`src/rtl/bus_io_pkg.sv`:
```
// Shared constants for the host bus glue: bus timing, decode, bit layout.
// Assumes a single 50 MHz system clock from which the bus phase is made.
package bus_io_pkg;

  // Clocking
  localparam int MCLK_HZ        = 50_000_000;
  localparam int OSC_HZ         = 4_000_000;
  localparam int BUS_HZ         = 1_000_000;
  localparam int OSC_PER_BUS    = OSC_HZ / BUS_HZ;
  localparam int HALF_BUS_CYC   = MCLK_HZ / (2 * BUS_HZ);
  localparam int HALF_W         = $clog2(HALF_BUS_CYC);
  localparam logic [HALF_W-1:0] HALF_LAST = HALF_W'(HALF_BUS_CYC - 1);

  // Bus widths and chip select decode
  localparam int ADDR_W         = 16;
  localparam int DATA_W         = 8;
  localparam int SEL_HI         = 15;
  localparam int SEL_LO         = 12;
  localparam int SEL_W          = SEL_HI - SEL_LO + 1;
  localparam int NUM_CS         = 8;
  localparam int OUT_LATCH_CS   = 2;
  localparam int IN_BUF_CS      = 3;

  // Serial output latch layout
  localparam int NUM_BOARDS     = 4;
  localparam int LAT_BOARD_LO   = 0;
  localparam int LAT_TIMER_EN   = 4;
  localparam int LAT_EE_SEL     = 5;
  localparam int LAT_EE_CLK     = 6;
  localparam int LAT_EE_DIN     = 7;
  localparam logic [DATA_W-1:0] LATCH_RESET = 8'h00;

  // Serial input buffer layout
  localparam int BUF_BOARD_LO   = 0;
  localparam int BUF_ZERO_LO    = 4;
  localparam int BUF_ZERO_W     = 3;
  localparam int BUF_EE_DOUT    = 7;

  // Tick timer
  localparam int TIMER_STAGES   = 14;
  localparam int TICK_TAP       = 12;

  // Bus cycle kinds
  typedef enum logic {
    CYC_WRITE,
    CYC_READ
  } cycle_kind_t;

endpackage : bus_io_pkg

```
`src/rtl/chip_select_decoder.sv`:
```
// Chip select decoder: turns the high address lines into active-low selects.
// Purely combinational; the caller registers and times the result.
`timescale 1ns/1ns
module chip_select_decoder #(
  parameter int SEL_BITS = 4,
  parameter int SELECTS  = 8
) (
  // Address field
  input  wire logic [SEL_BITS-1:0] sel_field,
  // Decoded selects, active low
  output logic      [SELECTS-1:0]  sel_n
);

  always_comb begin
    sel_n = '1;
    // Indices past the last select leave every select inactive
    for (int i = 0; i < SELECTS; i++) begin
      if (sel_field == SEL_BITS'(i)) begin
        sel_n[i] = 1'b0;
      end
    end
  end

endmodule : chip_select_decoder

```
`src/rtl/host_bus_io_port.sv`:
```
// Host bus glue: bus phase clock, chip select decode, read capture latch,
// write buffer, serial output latch, serial input buffer and tick timer.
// Assumes processor pins are synchronous to mclk; resetn is power clear.
//
// Functional notes
// - Bus runs a 1 MHz cycle from 4 MHz; phase clock is output.
// - Tick timer is a 14-stage counter of bus cycles, ticks near 4 ms.
// - Tick counter held at zero while timer enable is low.
// - Tick drives the processor interrupt input.
// - Read latch samples the data bus on each phase falling edge.
// - Write data goes around the read latch via the write buffer.
// - Active-low selects decoded from A12-A15 of 16 address lines.
// - Selected buffer drives bus; selected latch takes the bus data.
// - Free-run mode forces the no-operation code to processor data.
// - Buffer D0-D3 carry board returns, D7 the EEPROM data out.
// - Buffer D4-D6 always read zero.
// - Buffer outputs released whenever its select is not decoded.
// - Output latch captures all eight lines on its select rising edge.
// - Latch D0-D3 board data, D4 timer, D5-D7 EEPROM pins.
// - Power gate low forces the EEPROM clock inactive.
// - Power clear held low at power on initialises the logic.
`timescale 1ns/1ns
module host_bus_io_port
  import bus_io_pkg::*;
#(
  parameter logic [bus_io_pkg::DATA_W-1:0] NOP_CODE = 8'h00,
  // Tick counter length and the stage whose fall makes the tick
  parameter int TICK_STAGES  = bus_io_pkg::TIMER_STAGES,
  parameter int TICK_TAP_BIT = bus_io_pkg::TICK_TAP
) (
  // Clock and power clear
  input  wire logic                                mclk,
  input  wire logic                                resetn,
  // Processor side
  input  wire logic [bus_io_pkg::ADDR_W-1:0]       cpu_addr,
  input  wire logic                                cpu_rw,
  input  wire logic [bus_io_pkg::DATA_W-1:0]       cpu_wdata,
  output logic      [bus_io_pkg::DATA_W-1:0]       cpu_rdata,
  output logic                                     cpu_irq,
  output logic                                     bus_phase,
  // Test strap
  input  wire logic                                free_run_jumper,
  // System data bus
  input  wire logic [bus_io_pkg::DATA_W-1:0]       sys_data_in,
  output logic      [bus_io_pkg::DATA_W-1:0]       sys_data_out,
  output logic                                     sys_data_oe,
  // Chip selects, active low
  output logic      [bus_io_pkg::NUM_CS-1:0]       chip_sel_n,
  // Output boards
  output logic      [bus_io_pkg::NUM_BOARDS-1:0]   board_tx,
  input  wire logic [bus_io_pkg::NUM_BOARDS-1:0]   board_rx,
  // Serial EEPROM
  input  wire logic                                eeprom_power_gate,
  output logic                                     eeprom_sel,
  output logic                                     eeprom_clk,
  output logic                                     eeprom_din,
  input  wire logic                                eeprom_dout
);

  import bus_io_pkg::*;

  logic [HALF_W-1:0] half_cnt_r;
  logic              phase_r;
  logic              rise_evt;
  logic              fall_evt;
  logic [NUM_CS-1:0] decode_n;
  logic [NUM_CS-1:0] sel_n_r;
  logic [DATA_W-1:0] out_latch_r;
  logic [DATA_W-1:0] in_buffer;
  logic [DATA_W-1:0] bus_level;
  logic [DATA_W-1:0] sys_out_r;
  logic              sys_oe_r;
  logic [DATA_W-1:0] rdata_r;
  logic              tick;
  logic              irq_r;
  logic              ee_clk_r;

  // Bus phase clock. The 4 MHz oscillator divided by OSC_PER_BUS is
  // modelled directly from mclk, since 50 MHz does not divide to 4 MHz.
  assign rise_evt = (half_cnt_r == HALF_LAST) && !phase_r;
  assign fall_evt = (half_cnt_r == HALF_LAST) && phase_r;

  always_ff @(posedge mclk or negedge resetn) begin
    if (!resetn) begin
      half_cnt_r <= '0;
    end else if (half_cnt_r == HALF_LAST) begin
      half_cnt_r <= '0;
    end else begin
      half_cnt_r <= half_cnt_r + HALF_W'(1);
    end
  end

  always_ff @(posedge mclk or negedge resetn) begin
    if (!resetn) begin
      phase_r <= 1'b0;
    end else if (rise_evt || fall_evt) begin
      phase_r <= ~phase_r;
    end
  end

  assign bus_phase = phase_r;

  // Address decode from the top four address lines
  chip_select_decoder #(
    .SELECTS  (NUM_CS),
    .SEL_BITS (SEL_W)
  ) u_decoder (
    .sel_field (cpu_addr[SEL_HI:SEL_LO]),
    .sel_n     (decode_n)
  );

  // Selects are taken at the rising edge, when the address is valid,
  // and dropped at the falling edge. Dropping them there is what makes
  // the read latch necessary.
  always_ff @(posedge mclk or negedge resetn) begin
    if (!resetn) begin
      sel_n_r <= '1;
    end else if (rise_evt) begin
      sel_n_r <= decode_n;
    end else if (fall_evt) begin
      sel_n_r <= '1;
    end
  end

  assign chip_sel_n = sel_n_r;

  // Serial input buffer contents
  always_comb begin
    in_buffer = '0;
    in_buffer[BUF_BOARD_LO +: NUM_BOARDS] = board_rx;
    in_buffer[BUF_EE_DOUT] = eeprom_dout;
    in_buffer[BUF_ZERO_LO +: BUF_ZERO_W] = '0;
  end

  // Drive onto the system bus: write buffer in write cycles, input
  // buffer in a selected read, released otherwise.
  always_ff @(posedge mclk or negedge resetn) begin
    if (!resetn) begin
      sys_out_r <= '0;
      sys_oe_r  <= 1'b0;
    end else if (rise_evt) begin
      if (!cpu_rw) begin
        sys_out_r <= cpu_wdata;
        sys_oe_r  <= 1'b1;
      end else if (!decode_n[IN_BUF_CS]) begin
        sys_out_r <= in_buffer;
        sys_oe_r  <= 1'b1;
      end else begin
        sys_out_r <= '0;
        sys_oe_r  <= 1'b0;
      end
    end else if (fall_evt) begin
      sys_out_r <= '0;
      sys_oe_r  <= 1'b0;
    end
  end

  assign sys_data_out = sys_out_r;
  assign sys_data_oe  = sys_oe_r;

  // Level seen on the system bus when this block drives it or not
  assign bus_level = sys_oe_r ? sys_out_r : sys_data_in;

  // Read capture latch; free-run forces the no-operation code so the
  // processor walks the whole address space.
  always_ff @(posedge mclk or negedge resetn) begin
    if (!resetn) begin
      rdata_r <= '0;
    end else if (free_run_jumper) begin
      rdata_r <= NOP_CODE;
    end else if (fall_evt) begin
      rdata_r <= bus_level;
    end
  end

  assign cpu_rdata = rdata_r;

  // Serial output latch: captured as its select returns high, i.e. at
  // the falling phase edge of a cycle in which it was selected.
  always_ff @(posedge mclk or negedge resetn) begin
    if (!resetn) begin
      out_latch_r <= LATCH_RESET;
    end else if (fall_evt && !sel_n_r[OUT_LATCH_CS]) begin
      out_latch_r <= bus_level;
    end
  end

  // Board serial lines and EEPROM pins. The processor bit-bangs the
  // board and EEPROM protocols; this block only carries the bits.
  assign board_tx   = out_latch_r[LAT_BOARD_LO +: NUM_BOARDS];
  assign eeprom_sel = out_latch_r[LAT_EE_SEL];
  assign eeprom_din = out_latch_r[LAT_EE_DIN];

  // EEPROM clock is gated off while power is not yet good, so a
  // glitching latch at power on cannot clock a write.
  always_ff @(posedge mclk or negedge resetn) begin
    if (!resetn) begin
      ee_clk_r <= 1'b0;
    end else begin
      ee_clk_r <= out_latch_r[LAT_EE_CLK] & eeprom_power_gate;
    end
  end

  assign eeprom_clk = ee_clk_r;

  // Tick timer stepped by bus cycles, enabled by latch bit D4
  tick_timer #(
    .STAGES (TICK_STAGES),
    .TAP    (TICK_TAP_BIT)
  ) u_tick (
    .mclk   (mclk),
    .resetn (resetn),
    .step   (rise_evt),
    .enable (out_latch_r[LAT_TIMER_EN]),
    .tick   (tick)
  );

  // Interrupt held until the next bus phase rising edge so the processor sees it
  always_ff @(posedge mclk or negedge resetn) begin
    if (!resetn) begin
      irq_r <= 1'b0;
    end else if (tick) begin
      irq_r <= 1'b1;
    end else if (rise_evt) begin
      irq_r <= 1'b0;
    end
  end

  assign cpu_irq = irq_r;

endmodule : host_bus_io_port

```
`src/rtl/tick_timer.sv`:
```
// Periodic tick: a cleared-when-disabled ripple-style divider of bus cycles.
// Assumes step is a one-cycle pulse at each bus phase rising edge.
`timescale 1ns/1ns
module tick_timer #(
  parameter int STAGES = 14,
  parameter int TAP    = 12
) (
  // Clock and reset
  input  wire logic mclk,
  input  wire logic resetn,
  // Control
  input  wire logic step,
  input  wire logic enable,
  // Tick out, one mclk cycle
  output logic      tick
);

  logic [STAGES-1:0] count_r;
  logic              tap_prev_r;

  always_ff @(posedge mclk or negedge resetn) begin
    if (!resetn) begin
      count_r <= '0;
    end else if (!enable) begin
      count_r <= '0;
    end else if (step) begin
      count_r <= count_r + STAGES'(1);
    end
  end

  always_ff @(posedge mclk or negedge resetn) begin
    if (!resetn) begin
      tap_prev_r <= 1'b0;
    end else begin
      tap_prev_r <= count_r[TAP-1];
    end
  end

  // Falling edge of the tap stage: one tick per 2**TAP bus cycles.
  // Clearing the counter on disable is not a tick, hence the gate.
  assign tick = enable & tap_prev_r & ~count_r[TAP-1];

endmodule : tick_timer

```
`config.mk`:
```
export PLATFORM = sky130hd
export DESIGN_NAME = host_bus_io_port
export DESIGN_NICKNAME = d
export VERILOG_FILES = /design/src/rtl/bus_io_pkg.sv /design/src/rtl/chip_select_decoder.sv /design/src/rtl/host_bus_io_port.sv /design/src/rtl/tick_timer.sv
export SDC_FILE = /design/constraint.sdc
export NUM_CORES = 1
export LEC_CHECK = 0
export BUFFER_PORTS_ARGS = -buffer_cell sky130_fd_sc_hd__buf_2
export CORE_MARGIN = 2
export CORE_UTILIZATION = 55
export CTS_CLUSTER_DIAMETER = 40
export DETAILED_ROUTE_END_ITERATION = 8
export PLACE_DENSITY = 0.84
export SLEW_MARGIN = 0
export SYNTH_ARGS = -nofsm -noshare
export SYNTH_HDL_FRONTEND = slang
export SYNTH_SLANG_ARGS = --single-unit
```
`constraint.sdc`:
```
create_clock -name mclk -period 3.65 [get_ports mclk]
set_input_delay 0.1825 -clock mclk [delete_from_list [all_inputs] [get_ports mclk]]
set_output_delay 0.1825 -clock mclk [all_outputs]
set_load 0.02 [all_outputs]
```
* Word level (Yosys, flattened, before mapping)
Cells that the tools add are included.
** Storage, ports and cells
- Flip-flop bits (word level) :: 56
- Bits of input ports :: 42
** Cells by class
- $add $sub $neg :: 2
- Equality and inequality tests :: 9
- Muxes and demuxes :: 26
- Bitwise logic cells :: 5
- Reductions and logical operators :: 10
** Operators with widths (number)
- 2-to-1 mux 8 bit :: 9
- 2-to-1 mux 14 bit :: 2
- == test 4 x 3 -> 1 bit (second input constant) :: 4
- adder 14 x 1 -> 14 bit (second input constant) :: 1
- 2-to-1 mux 1 bit :: 14
- == test 4 x 2 -> 1 bit (second input constant) :: 2
- nonzero test 2 bit :: 3
- adder 5 x 1 -> 5 bit (second input constant) :: 1
- == test 5 bit (second input constant) :: 1
- 2-to-1 mux 5 bit :: 1
- == test 4 x 1 -> 1 bit (second input constant) :: 1
- logical NOT 4 bit :: 1
- bitwise AND 1 bit :: 3
- logical AND 1 bit :: 3
- logical NOT 1 bit :: 2
- != test 2 bit (second input constant) :: 1
- inverter 1 bit :: 2
- logical OR 1 bit :: 1

* Depth between registers and ports, before layout
Gate-level depths: netlist of the first run.
- Word-level depth :: 4
- Mapped depth :: 7
- Mapped depth without buffers :: 5

* Cells and area by module
From an unflattened synthesis of the first run, not the netlist that was laid out.
** Unflattened totals
- Cells, all modules :: 248
- Area, all modules :: 2555.0 um^2
** Modules (own cells, without submodules)
- host_bus_io_port :: times used 1, cells each 179, area each 1839.3 um^2, seq. area each 1036.0 um^2
- tick_timer :: times used 1, cells each 61, area each 635.6 um^2, seq. area each 325.3 um^2
- chip_select_decoder :: times used 1, cells each 8, area each 80.1 um^2, seq. area each 0.0 um^2

* Least setup slack after synthesis of the first run
Ideal clock, no wire load.
- Path kind :: register -> register
- From :: reg half_cnt_r[0]
- To :: reg u_tick.count_r[8]
- Setup time :: 80 ps
- Arrival :: 1577 ps
- Setup slack :: 1993 ps
- Stages on the path, launching flop included :: 7
- Path buffers :: 1
- Period minus slack after synthesis :: 1657 ps
- Path through :: dfrtp_1 inv_1 ha_1 nand4b_4 buf_6 or4_1 a21oi_1
** Between the ends
- Word-level cells in the longest chain between the ends :: 3
** Ends and longest elaborated chain
- start: declaration :: RTL line host_bus_io_port.sv:62 : logic [HALF_W-1:0] half_cnt_r;
- start signal: assignment :: RTL line host_bus_io_port.sv:89 : half_cnt_r <= half_cnt_r + HALF_W'(1);
- == test 5 bit :: RTL line host_bus_io_port.sv:80 : assign rise_evt = (half_cnt_r == HALF_LAST) && !phase_r;
- logical AND 1 bit :: RTL line host_bus_io_port.sv:80
- != test 2 bit (no line)
- end signal: assignment :: RTL line tick_timer.sv:27 : count_r <= count_r + STAGES'(1);
- end: declaration :: RTL line tick_timer.sv:18 : logic [STAGES-1:0] count_r;
Every way passes these cells.
A chain may end at the register's enable or synchronous reset.

* Final worst setup path of the first run
- From :: reg half_cnt_r[0]
- To :: reg sys_out_r[1], in the netlist sys_data_out[1]
** Between the ends
- Word-level cells in the longest chain between the ends :: 3
- Elaborated cells on any way between the ends :: 5
- Classes of those cells :: eq/ne: 1; mux: 1; reduce/logical: 3
** Ends and longest elaborated chain
- == test 5 bit * :: RTL line host_bus_io_port.sv:80, host_bus_io_port.sv:81
- logical AND 1 bit (on tied branches) :: RTL line host_bus_io_port.sv:80, host_bus_io_port.sv:81
- 2-to-1 mux 8 bit / nonzero test 2 bit (equally long branches)
- end signal: assignment :: RTL line host_bus_io_port.sv:143 : sys_out_r <= cpu_wdata;
- end signal: assignment :: RTL line host_bus_io_port.sv:146 : sys_out_r <= in_buffer;
- end: declaration :: RTL line host_bus_io_port.sv:71 : logic [DATA_W-1:0] sys_out_r;
Mark *: on every way between the ends. The rest lies on a longest branch, timed or not.

==> impl_metrics.json, run 1 <==
{
  "area_growth_pct": 16.09,
  "synth_cells": 223,
  "vias": 1927,
  "finalCritPeriodShare": 0.6347,
  "boundaryPins": 76,
  "ir_drop_mv": 0.2548,
  "start_util": 0.5733,
  "initialDrtViolationCount": 108,
  "post_cts_buffers": 0,
  "syn_nets": 268,
  "synthAdderAreaFrac": 0.01504,
  "ant_nets": 0,
  "diodes": 0,
  "place_inst": 324,
  "clkLatencyLatePin_ns": 0.30,
  "placeableCoreArea_sq_mm": 0.004354,
  "clock.fmax_ghz": 0.4317,
  "wl_microns": 5259,
  "design_area_sq_mm": 0.002898,
  "synth_top_area_frac": 0.4612,
  "grt_overflow": 0,
  "synth_largest_area_cell": "dfrtp_1",
  "wl_per_cell_microns": 15.79,
  "final_cells": 333,
  "grt_pass1_wl_microns": 9018,
  "max_slew_margin": 0.3986,
  "dpl_cell_area_sq_mm": 0.002804,
  "post_cts_resized": 0,
  "hold_violations": 0,
  "rows": 24,
  "crit_fanout": 35,
  "slew_violations": 0,
  "ctsHoldBuffers": 1,
  "synth_mux_area_frac": 0.08421,
  "yosysSeqAreaShare": 0.5454,
  "path_delay_family": "simple AND/OR/NAND/NOR gates",
  "crit_arrival_ns": 2.55,
  "drc": 0,
  "netlist_top_cells_area": "dfrtp_1, dfstp_2, mux2i_1, a21oi_1, a211oi_1",
  "ys_async_sr_fraction": 1.000,
  "drv_cap": 0,
  "die-area_sq_mm": 0.005093,
  "min_period_ns": 2.317,
  "synth_xor_area_frac": 0.01053,
  "worstMarginPinSlew_ns": 0.8952,
  "dr.pass1.iters": 4,
  "clock-sinks": 54,
  "power_density_mw_per_mm2": 348.0,
  "htreeDepth": 2,
  "path_cells": "inv_1 -> ha_1 -> nand4b_4 -> nor3_1 -> a221o_1",
  "netlist_area_sq_mm": 0.002496,
  "vias_per_cell": 5.787,
  "rsz0062_at_grt": "no",
  "clkTransAtPathRegs_ns": 0.09,
  "gp_congestion": 0.7417,
  "post-synth-top-count-cell": "dfrtp_1",
  "antenna_found_initial": 0,
  "critPathBufInv": 1,
  "cp_slowest_stage_delay_ns": 0.85,
  "path_class": "reg2reg",
  "p_leak_uw": 0.001344,
  "outcome": "complete, no violations",
  "ys_warn_count": 0,
  "setup_viol": 0,
  "grt_max_degree": 36,
  "slowest_stage": "nor3_1",
  "cp-end-kind": "flop",
  "synth_edf_count": 0,
  "synth_compound_area_frac": 0.1404,
  "clk_path_buf_depth": 2,
  "chipWidth_microns": 71.37,
  "start_kind": "flop",
  "p_total_uw": 1009,
  "synth_common_cells": "dfrtp_1, a21oi_1, mux2i_1",
  "cts_tree": "done",
  "ys.flop_type": "dfrtp_1",
  "fin_nets": 325,
  "critical_path_required_ns": 3.89,
  "skew_ns": 0.006823,
  "synth_cell_types": 40,
  "hold_path.class": "in2reg",
  "cts.root.buffer_cell": "clkbuf_8",
  "avgSynthCellArea_sq_um": 11.19,
  "grt.total_usage": 0.2235,
  "ys_ff_latch": 54,
  "grt_pass1_vias": 1957,
  "cts_made_buffers": 5,
  "die_h_microns": 71.37,
  "final.fill_count": 325,
  "numPortBuffers": 63,
  "setup_tns_ns": 0,
  "yosys.area_share.simple": 0.1559,
  "hpwl_microns": 3705,
  "synth_top_family_by_area": "simple AND/OR/NAND/NOR gates",
  "drive_gt1_frac": 0.2883
}
-- state kept, by name, indices dropped and copies added (netlist names) --
register / cells
bus_phase: 1
chip_sel_n: 8
cpu_irq: 1
cpu_rdata: 8
eeprom_clk: 1
half_cnt_r: 5
out_latch_r: 8
sys_data_oe: 1
sys_data_out: 8
u_tick.count_r: 12
u_tick.tap_prev_r: 1
-- layer usage --
metal	track usage	part of all wire
met4	0.06918	0.010
met1	0.2800	0.42
met3	0.04501	0.049
met5	0	0
met2	0.3909	0.52
-- per-stage QoR --
step | hold slack, ns | setup slack, ns | util
floorplan | -0.1131 | 1.993 | -
global placement | 0.2324 | 1.382 | 0.6440
detailed placement | 0.2373 | 1.302 | 0.6440
CTS | 0.07266 | 1.285 | 0.6655
global route | 0.07813 | 1.007 | 0.6655
finish | 0.07888 | 1.333 | 0.6655
-- final timing paths --
path / to / startpoint / slack [ns] / cells past startpoint
worst min-delay path: eeprom_clk / eeprom_power_gate / 0.08 / 2
worst max-delay path: sys_data_out[1] / half_cnt_r[0] / 1.33 / 5
max in group asynchronous: chip_sel_n[2] / resetn / 2.39 / 3
worst max register to register: sys_data_out[1] / half_cnt_r[0] / 1.33 / 5
worst min register to register: u_tick.tap_prev_r / u_tick.count_r[11] / 0.44 / 0
min in group asynchronous: eeprom_clk / resetn / 0.42 / 2
-- layout make-up --
cell class	count	area, sq um	share of cell area
clock inverter	1	7.507	0.002591
multi-input combinational	143	1013	0.3497
inverter	11	41.29	0.01425
tap	52	65.06	0.02245
sequential	54	1361	0.4698
timing repair buffer	65	332.8	0.1149
clock buffer	7	76.32	0.02634
-- cell usage in the layout, fill, tap and decap left out, types with 2 or more instances in the layout --
master    netlist  layout
nor4_1          4       4
o31ai_1         5       5
a211oi_1        9       9
nand4_1         5       5
a221o_1         5       5
clkbuf_8        0       5
ha_1            3       3
dfrtp_1        46      46
and2_0          5       5
nand2_1         8       8
buf_2           1      63
clkbuf_1        5       2
inv_1          10      10
mux2i_1        21      21
or4_1           5       5
nand4b_1        2       2
a22o_1          4       4
nand2b_1        5       5
nand3_1         3       3
o21ai_0         6       6
a21oi_1        22      22
a31oi_1         2       2
nor2_1         13      13
or3_1           2       2
nor2b_1         2       2
xnor2_1         2       2
dfstp_2         8       8
-- power by group --
part	switching (uW)	leakage (uW)	internal, uW
Sequential	8.71	0.000653	608
Combinational	40.9	0.000653	28.9
Clock	186	0.0000385	136
Total	235	0.00134	773
-- kinds of logic (layout without fill, tap and decap cells) --
kind of cell	after synthesis	in the layout
compound gates	54	54
xor+xnor	3	3
fa+ha+maj	3	3
buf+inv	26	84
flops	54	54
mux	21	21
simple gates	62	62
(Power assumes the default switching activity.)
==> run 2: changes to the inputs <==
- ABC_AREA: unset -> 1
- CORE_UTILIZATION: 55 -> 46
- PLACE_DENSITY: 0.84 -> 0.74
- clock period: 3.65 -> 2 ns (I/O delays scaled with it)
==> run 2 against run 1 <==
Die area grew 23%. Via count grew 18%. Core utilization down 9.8 points. Critical path depth is 3 higher. Sequential share of layout area down 3.2 points. Largest cell class unchanged.
==> impl_metrics.json, run 2 <==
{
  "outcome": "complete, no violations",
  "hpwl_microns": 4186,
  "drive_gt1_frac": 0.2413,
  "netlist_top_cells_area": "dfrtp_1, nand2_1, dfstp_2, nand3_1, nor2_1",
  "crit_fanout": 10,
  "ir_drop_mv": 0.3331,
  "boundaryPins": 76,
  "pre_cts_ws_ns": 0.2955,
  "largest_reg_flops": 12,
  "numPortBuffers": 63,
  "area_growth_pct": 19.26,
  "start_util": 0.4760,
  "drv_cap": 0,
  "finalCritPeriodShare": 0.8602,
  "grt_pass1_wl_microns": 9853,
  "initialDrtViolationCount": 134,
  "ys_async_sr_fraction": 1.000,
  "clock-sinks": 54,
  "synth_common_cells": "nand2_1, dfrtp_1, nand3_1",
  "seqPwrFrac": 0.558,
  "crit_start": "half_cnt_r[0]",
  "synth_largest_area_cell": "dfrtp_1",
  "gp_congestion": 0.8009,
  "grt.total_usage": 0.1979,
  "slew_violations": 0,
  "hold_path.class": "in2reg",
  "clkTransAtPathRegs_ns": 0.09,
  "grt_max_degree": 55,
  "synth_top_area_frac": 0.4419,
  "worstHoldStart": "board_rx[2]",
  "post_cts_resized": 0,
  "post-synth-top-count-cell": "nand2_1",
  "pwr-share-clk": 0.369,
  "netlist_area_sq_mm": 0.002605,
  "cts.root.buffer_cell": "clkbuf_8",
  "largest_register": "u_tick.count_r",
  "crit_arrival_ns": 1.96,
  "fin_nets": 417,
  "setup_tns_ns": 0,
  "p_int_uw": 1569,
  "avgSynthCellArea_sq_um": 8.513,
  "clkLatencyLatePin_ns": 0.30,
  "syn_nets": 351,
  "switchingPower_uw": 442.8,
  "synth_cell_types": 32,
  "drc": 0,
  "dpl_cell_area_sq_mm": 0.002950,
  "clock.fmax_ghz": 0.5812,
  "diodes": 0,
  "share_comb_of_total_power": 0.073,
  "vias": 2266,
  "fin_ws_ns": 0.2796,
  "cts_made_buffers": 5,
  "ys_ff_latch": 54,
  "wl_microns": 5755,
  "placeableCoreArea_sq_mm": 0.005473,
  "power_density_mw_per_mm2": 647.6,
  "ys_warn_count": 0,
  "ys.flop_type": "dfrtp_1",
  "setup_viol": 0,
  "htreeDepth": 2,
  "dr.pass1.iters": 4,
  "r2r-start": "half_cnt_r[0]",
  "skew_ns": 0.006494,
  "cp-end-kind": "flop",
  "wl_per_cell_microns": 12.93,
  "chipWidth_microns": 79.26,
  "p_leak_uw": 0.001586,
  "grt_overflow": 0,
  "final_cells": 445,
  "layout_common_cells": "nand2_1, buf_2, dfrtp_1",
  "die-area_sq_mm": 0.006281,
  "worstMarginPinSlew_ns": 0.6692,
  "hold_violations": 0,
  "synth_edf_count": 0,
  "yosysSeqAreaShare": 0.5226,
  "rows": 27,
  "place_inst": 433,
  "max_slew_margin": 0.5539,
  "synth_cells": 306,
  "min_period_ns": 1.720,
  "post_cts_buffers": 0,
  "design_area_sq_mm": 0.003107,
  "layout_commonest_cell": "nand2_1",
  "clk_path_buf_depth": 2,
  "critical_path_required_ns": 2.24,
  "start_kind": "flop",
  "antenna_found_initial": 0,
  "rsz0062_at_grt": "no",
  "cts_tree": "done",
  "ant_nets": 0,
  "grt_pass1_vias": 2159,
  "vias_per_cell": 5.092,
  "die_h_microns": 79.26,
  "switching_share": 0.2201,
  "path_class": "reg2reg"
}
==> run 2: cell types whose count changed after synthesis, moves of 8 or more <==
cell	delta
a211oi_1	-9
mux2i_1	-21
nor2_1	+21
nand3_1	+33
a21oi_1	-18
inv_1	+22
nand2_1	+68
o21ai_0	+12
o21a_1	+8
==> run 2: metrics by stage <==
| stage | total power (uW) | hold WS (ns) | util |
|---|---|---|---|
| global placement | 1284 | 0.2600 | 0.5391 |
| floorplan | 1204 | -0.1956 | - |
| detailed placement | 1286 | 0.2635 | 0.5391 |
| CTS | 2043 | 0.02979 | 0.5677 |
| global route | 2095 | 0.04320 | 0.5677 |
| finish | 2012 | 0.03382 | 0.5677 |
==> run 2: per-layer routing <==
metal  wire length (microns)  vias up  global-route usage  share of wire
met2                    2932       49              0.3407           0.51
met3                     232        7             0.02727          0.040
li1                        -     1119                   -              -
met5                       0        -                   0              0
met1                    2514     1091              0.2587           0.44
met4                      76        0             0.06207          0.013
==> run 2: final timing paths <==
kind	end	slack [ns]	depth (start not counted)
max in group asynchronous	u_tick.count_r[11]	1.11	3
min in group asynchronous	half_cnt_r[2]	0.45	3
max reg2reg	sys_data_out[3]	0.28	8
min reg2reg	u_tick.tap_prev_r	0.45	0
min	sys_data_out[2]	0.03	3
max	sys_data_out[3]	0.28	8
==> run 2: area by class of cell <==
cell class	instances	area, sq um
clock buffers	7	86.33
clock inverters	1	30.03
fillers	524	2366
inverters	35	131.4
multi-input cells	206	1030
flip-flops and latches	54	1361
well taps	72	90.09
repair buffers	70	377.9
==> run 2: power groups by stage <==
stage / sequential [uW] / combinational [uW] / clock [uW]
finish: 1120 / 147 / 742
floorplan: 1160 / 46.2 / 0
CTS: 1120 / 149 / 771
global route: 1130 / 165 / 805
detailed placement: 1140 / 142 / 0
global placement: 1140 / 141 / 0
==> run 2: kinds of logic after synthesis <==
kind of cell,Yosys count,share of synthesized area
flops,54,0.5226
xor+xnor,1,0.003363
buf+inv,46,0.08213
fa+ha+maj,3,0.01441
simple gates,163,0.2877
compound gates,39,0.08982
==> run 2: critical path, stage by stage (launching register included) <==
cell and delay [ns]:
dfrtp_1 0.42, inv_1 0.07, ha_1 0.19, inv_1 0.05, nor2_1 0.11, nand3_2 0.22, nor2_1 0.37, nand3_1 0.13
nand3_1 0.10
==> run 2: timing repair <==
action                     4_1_cts  5_1_grt
hold endpoints to repair        48        0
hold buffers                     4        0
setup endpoints to repair        0        0
==> run 3: changes to the inputs <==
- MAX_ROUTING_LAYER: unset -> met4
==> run 3 against run 2 <==
Hold slack gained 0.00075 ns. Sequential power hardly changed. Critical path depth did not move. Register-to-register slack about the same. Sequential share of layout area is the same. Routed wire length is essentially flat. Critical path type unchanged. Largest cell class unchanged. Flip-flop and latch count unchanged. Core utilization unchanged.
==> impl_metrics.json, run 3 (synthesis gave the netlist of run 2 again) <==
{
  "outcome": "complete, no violations",
  "layout_common_cells": "nand2_1, buf_2, dfrtp_1",
  "clock.fmax_ghz": 0.5853,
  "finalCritPeriodShare": 0.8542,
  "grt_pass1_wl_microns": 9867,
  "slowest_stage": "dfrtp_1",
  "p_leak_uw": 0.001586,
  "min_period_ns": 1.708,
  "vias_per_cell": 5.090,
  "area_growth_pct": 19.26,
  "cts_tree": "done",
  "drive_gt1_frac": 0.2413,
  "cp-end-kind": "flop",
  "p_total_uw": 2014,
  "max_slew_margin": 0.5570,
  "setup_tns_ns": 0,
  "final_cells": 445,
  "dr.pass1.iters": 4,
  "fin_ws_ns": 0.2915,
  "rows": 27,
  "boundaryPins": 76,
  "clkLatencyLatePin_ns": 0.30,
  "gp_congestion": 0.8124,
  "ir_drop_mv": 0.3344,
  "wl_per_cell_microns": 12.93,
  "clk_path_buf_depth": 2,
  "setup_viol": 0,
  "grt_pass1_vias": 2163,
  "largest_reg_flops": 12,
  "diodes": 0,
  "critical_path_required_ns": 2.20,
  "r2r-start": "half_cnt_r[0]",
  "hold_violations": 0,
  "cts.root.buffer_cell": "clkbuf_8",
  "crit_fanout": 16,
  "layout_commonest_cell": "nand2_1",
  "htreeDepth": 2,
  "die-area_sq_mm": 0.006281,
  "numPortBuffers": 63,
  "die_h_microns": 79.26,
  "path_class": "reg2reg",
  "largest_register": "u_tick.count_r",
  "wl_microns": 5754,
  "hold_path.class": "in2reg",
  "cts_made_buffers": 5,
  "crit_start": "half_cnt_r[0]",
  "final.fill_count": 524,
  "worstMarginPinSlew_ns": 0.6645,
  "clock-sinks": 54,
  "grt.total_usage": 0.2036,
  "antenna_found_initial": 0,
  "post_cts_resized": 0,
  "cp_slowest_stage_delay_ns": 0.42,
  "start_util": 0.4760,
  "rsz0062_at_grt": "no",
  "pre_cts_ws_ns": 0.2955,
  "final_util": 0.5677,
  "placeableCoreArea_sq_mm": 0.005473,
  "grt_overflow": 0,
  "slew_violations": 0,
  "drc": 0,
  "multi_input_area_sq_mm": 0.001030,
  "path_cells": "inv_1 -> ha_1 -> nand2_2 -> nor2_8 -> nand2_4 -> nor2_8 -> nand2_1 -> o21a_1",
  "skew_ns": 0.005764,
  "place_inst": 433,
  "crit_arrival_ns": 1.91,
  "ant_nets": 0,
  "cpMostUsedCell": "nor2_8",
  "chipWidth_microns": 79.26,
  "power_density_mw_per_mm2": 648.3,
  "regArea_sq_mm": 0.001361,
  "clkTransAtPathRegs_ns": 0.09,
  "grt_max_degree": 55,
  "worstHoldStart": "eeprom_dout",
  "fin_nets": 417,
  "drv_cap": 0,
  "start_kind": "flop",
  "vias": 2265,
  "hpwl_microns": 4186,
  "initialDrtViolationCount": 133
}
## run 3: cell counts in the layout (fill, tap and decap cells not counted)
No cell type changed its count.
## run 3: final timing paths
path	depth (start not counted)	endpoint	slack [ns]
worst min-delay path	3	sys_data_out[7]	0.03
worst min register to register	0	u_tick.tap_prev_r	0.45
worst max-delay path	8	out_latch_r[1]	0.29
max in group asynchronous	3	u_tick.count_r[11]	1.11
min in group asynchronous	3	half_cnt_r[3]	0.44
worst max register to register	8	out_latch_r[1]	0.29
## run 3: through the flow
| step | area [sq um] | hold slack (ns) |
|---|---|---|
| floorplan | 2605 | -0.1956 |
| global placement | 2950 | 0.2600 |
| detailed placement | 2950 | 0.2635 |
| CTS | 3107 | 0.02979 |
| global route | 3107 | 0.04330 |
| finish | 3107 | 0.03457 |
## run 3: area by class of cell
| type | count | area share |
|---|---|---|
| clock buffer | 7 | 0.02779 |
| clock inverter | 1 | 0.009666 |
| inverter | 35 | 0.04229 |
| multi-input combinational | 206 | 0.3315 |
| sequential | 54 | 0.4382 |
| tap | 72 | 0.02900 |
| timing repair buffer | 70 | 0.1216 |
## run 3: critical path: cells and delay by family (launching register included)
family | cells | cell delay (ns)
DFF | 1 | 0.42
AOI/OAI and AO/OA | 1 | 0.11
and+or+nand+nor | 5 | 0.81
adders and majority gates | 1 | 0.19
buffers and inverters | 1 | 0.07
## run 3: routing by layer
metal	GRT usage	part of all wire
met3	0.02500	0.038
met4	0.06207	0.013
met5	-	0
met1	0.2609	0.44
met2	0.3407	0.51
## run 3: what timing repair did
action,in CTS,in global routing
hold buffers,4,0
endpoints found under the hold margin,48,0
endpoints found under the setup margin,0,0
buffers inserted,0,0
## run 3: report_power, final
part,internal [uW],switching (uW),leakage (uW),total [uW]
Clock,408,336,0.0000585,745
Sequential,1110,13.9,0.000702,1120
Combinational,52.3,94.7,0.000825,147
Total,1570,445,0.00159,2010
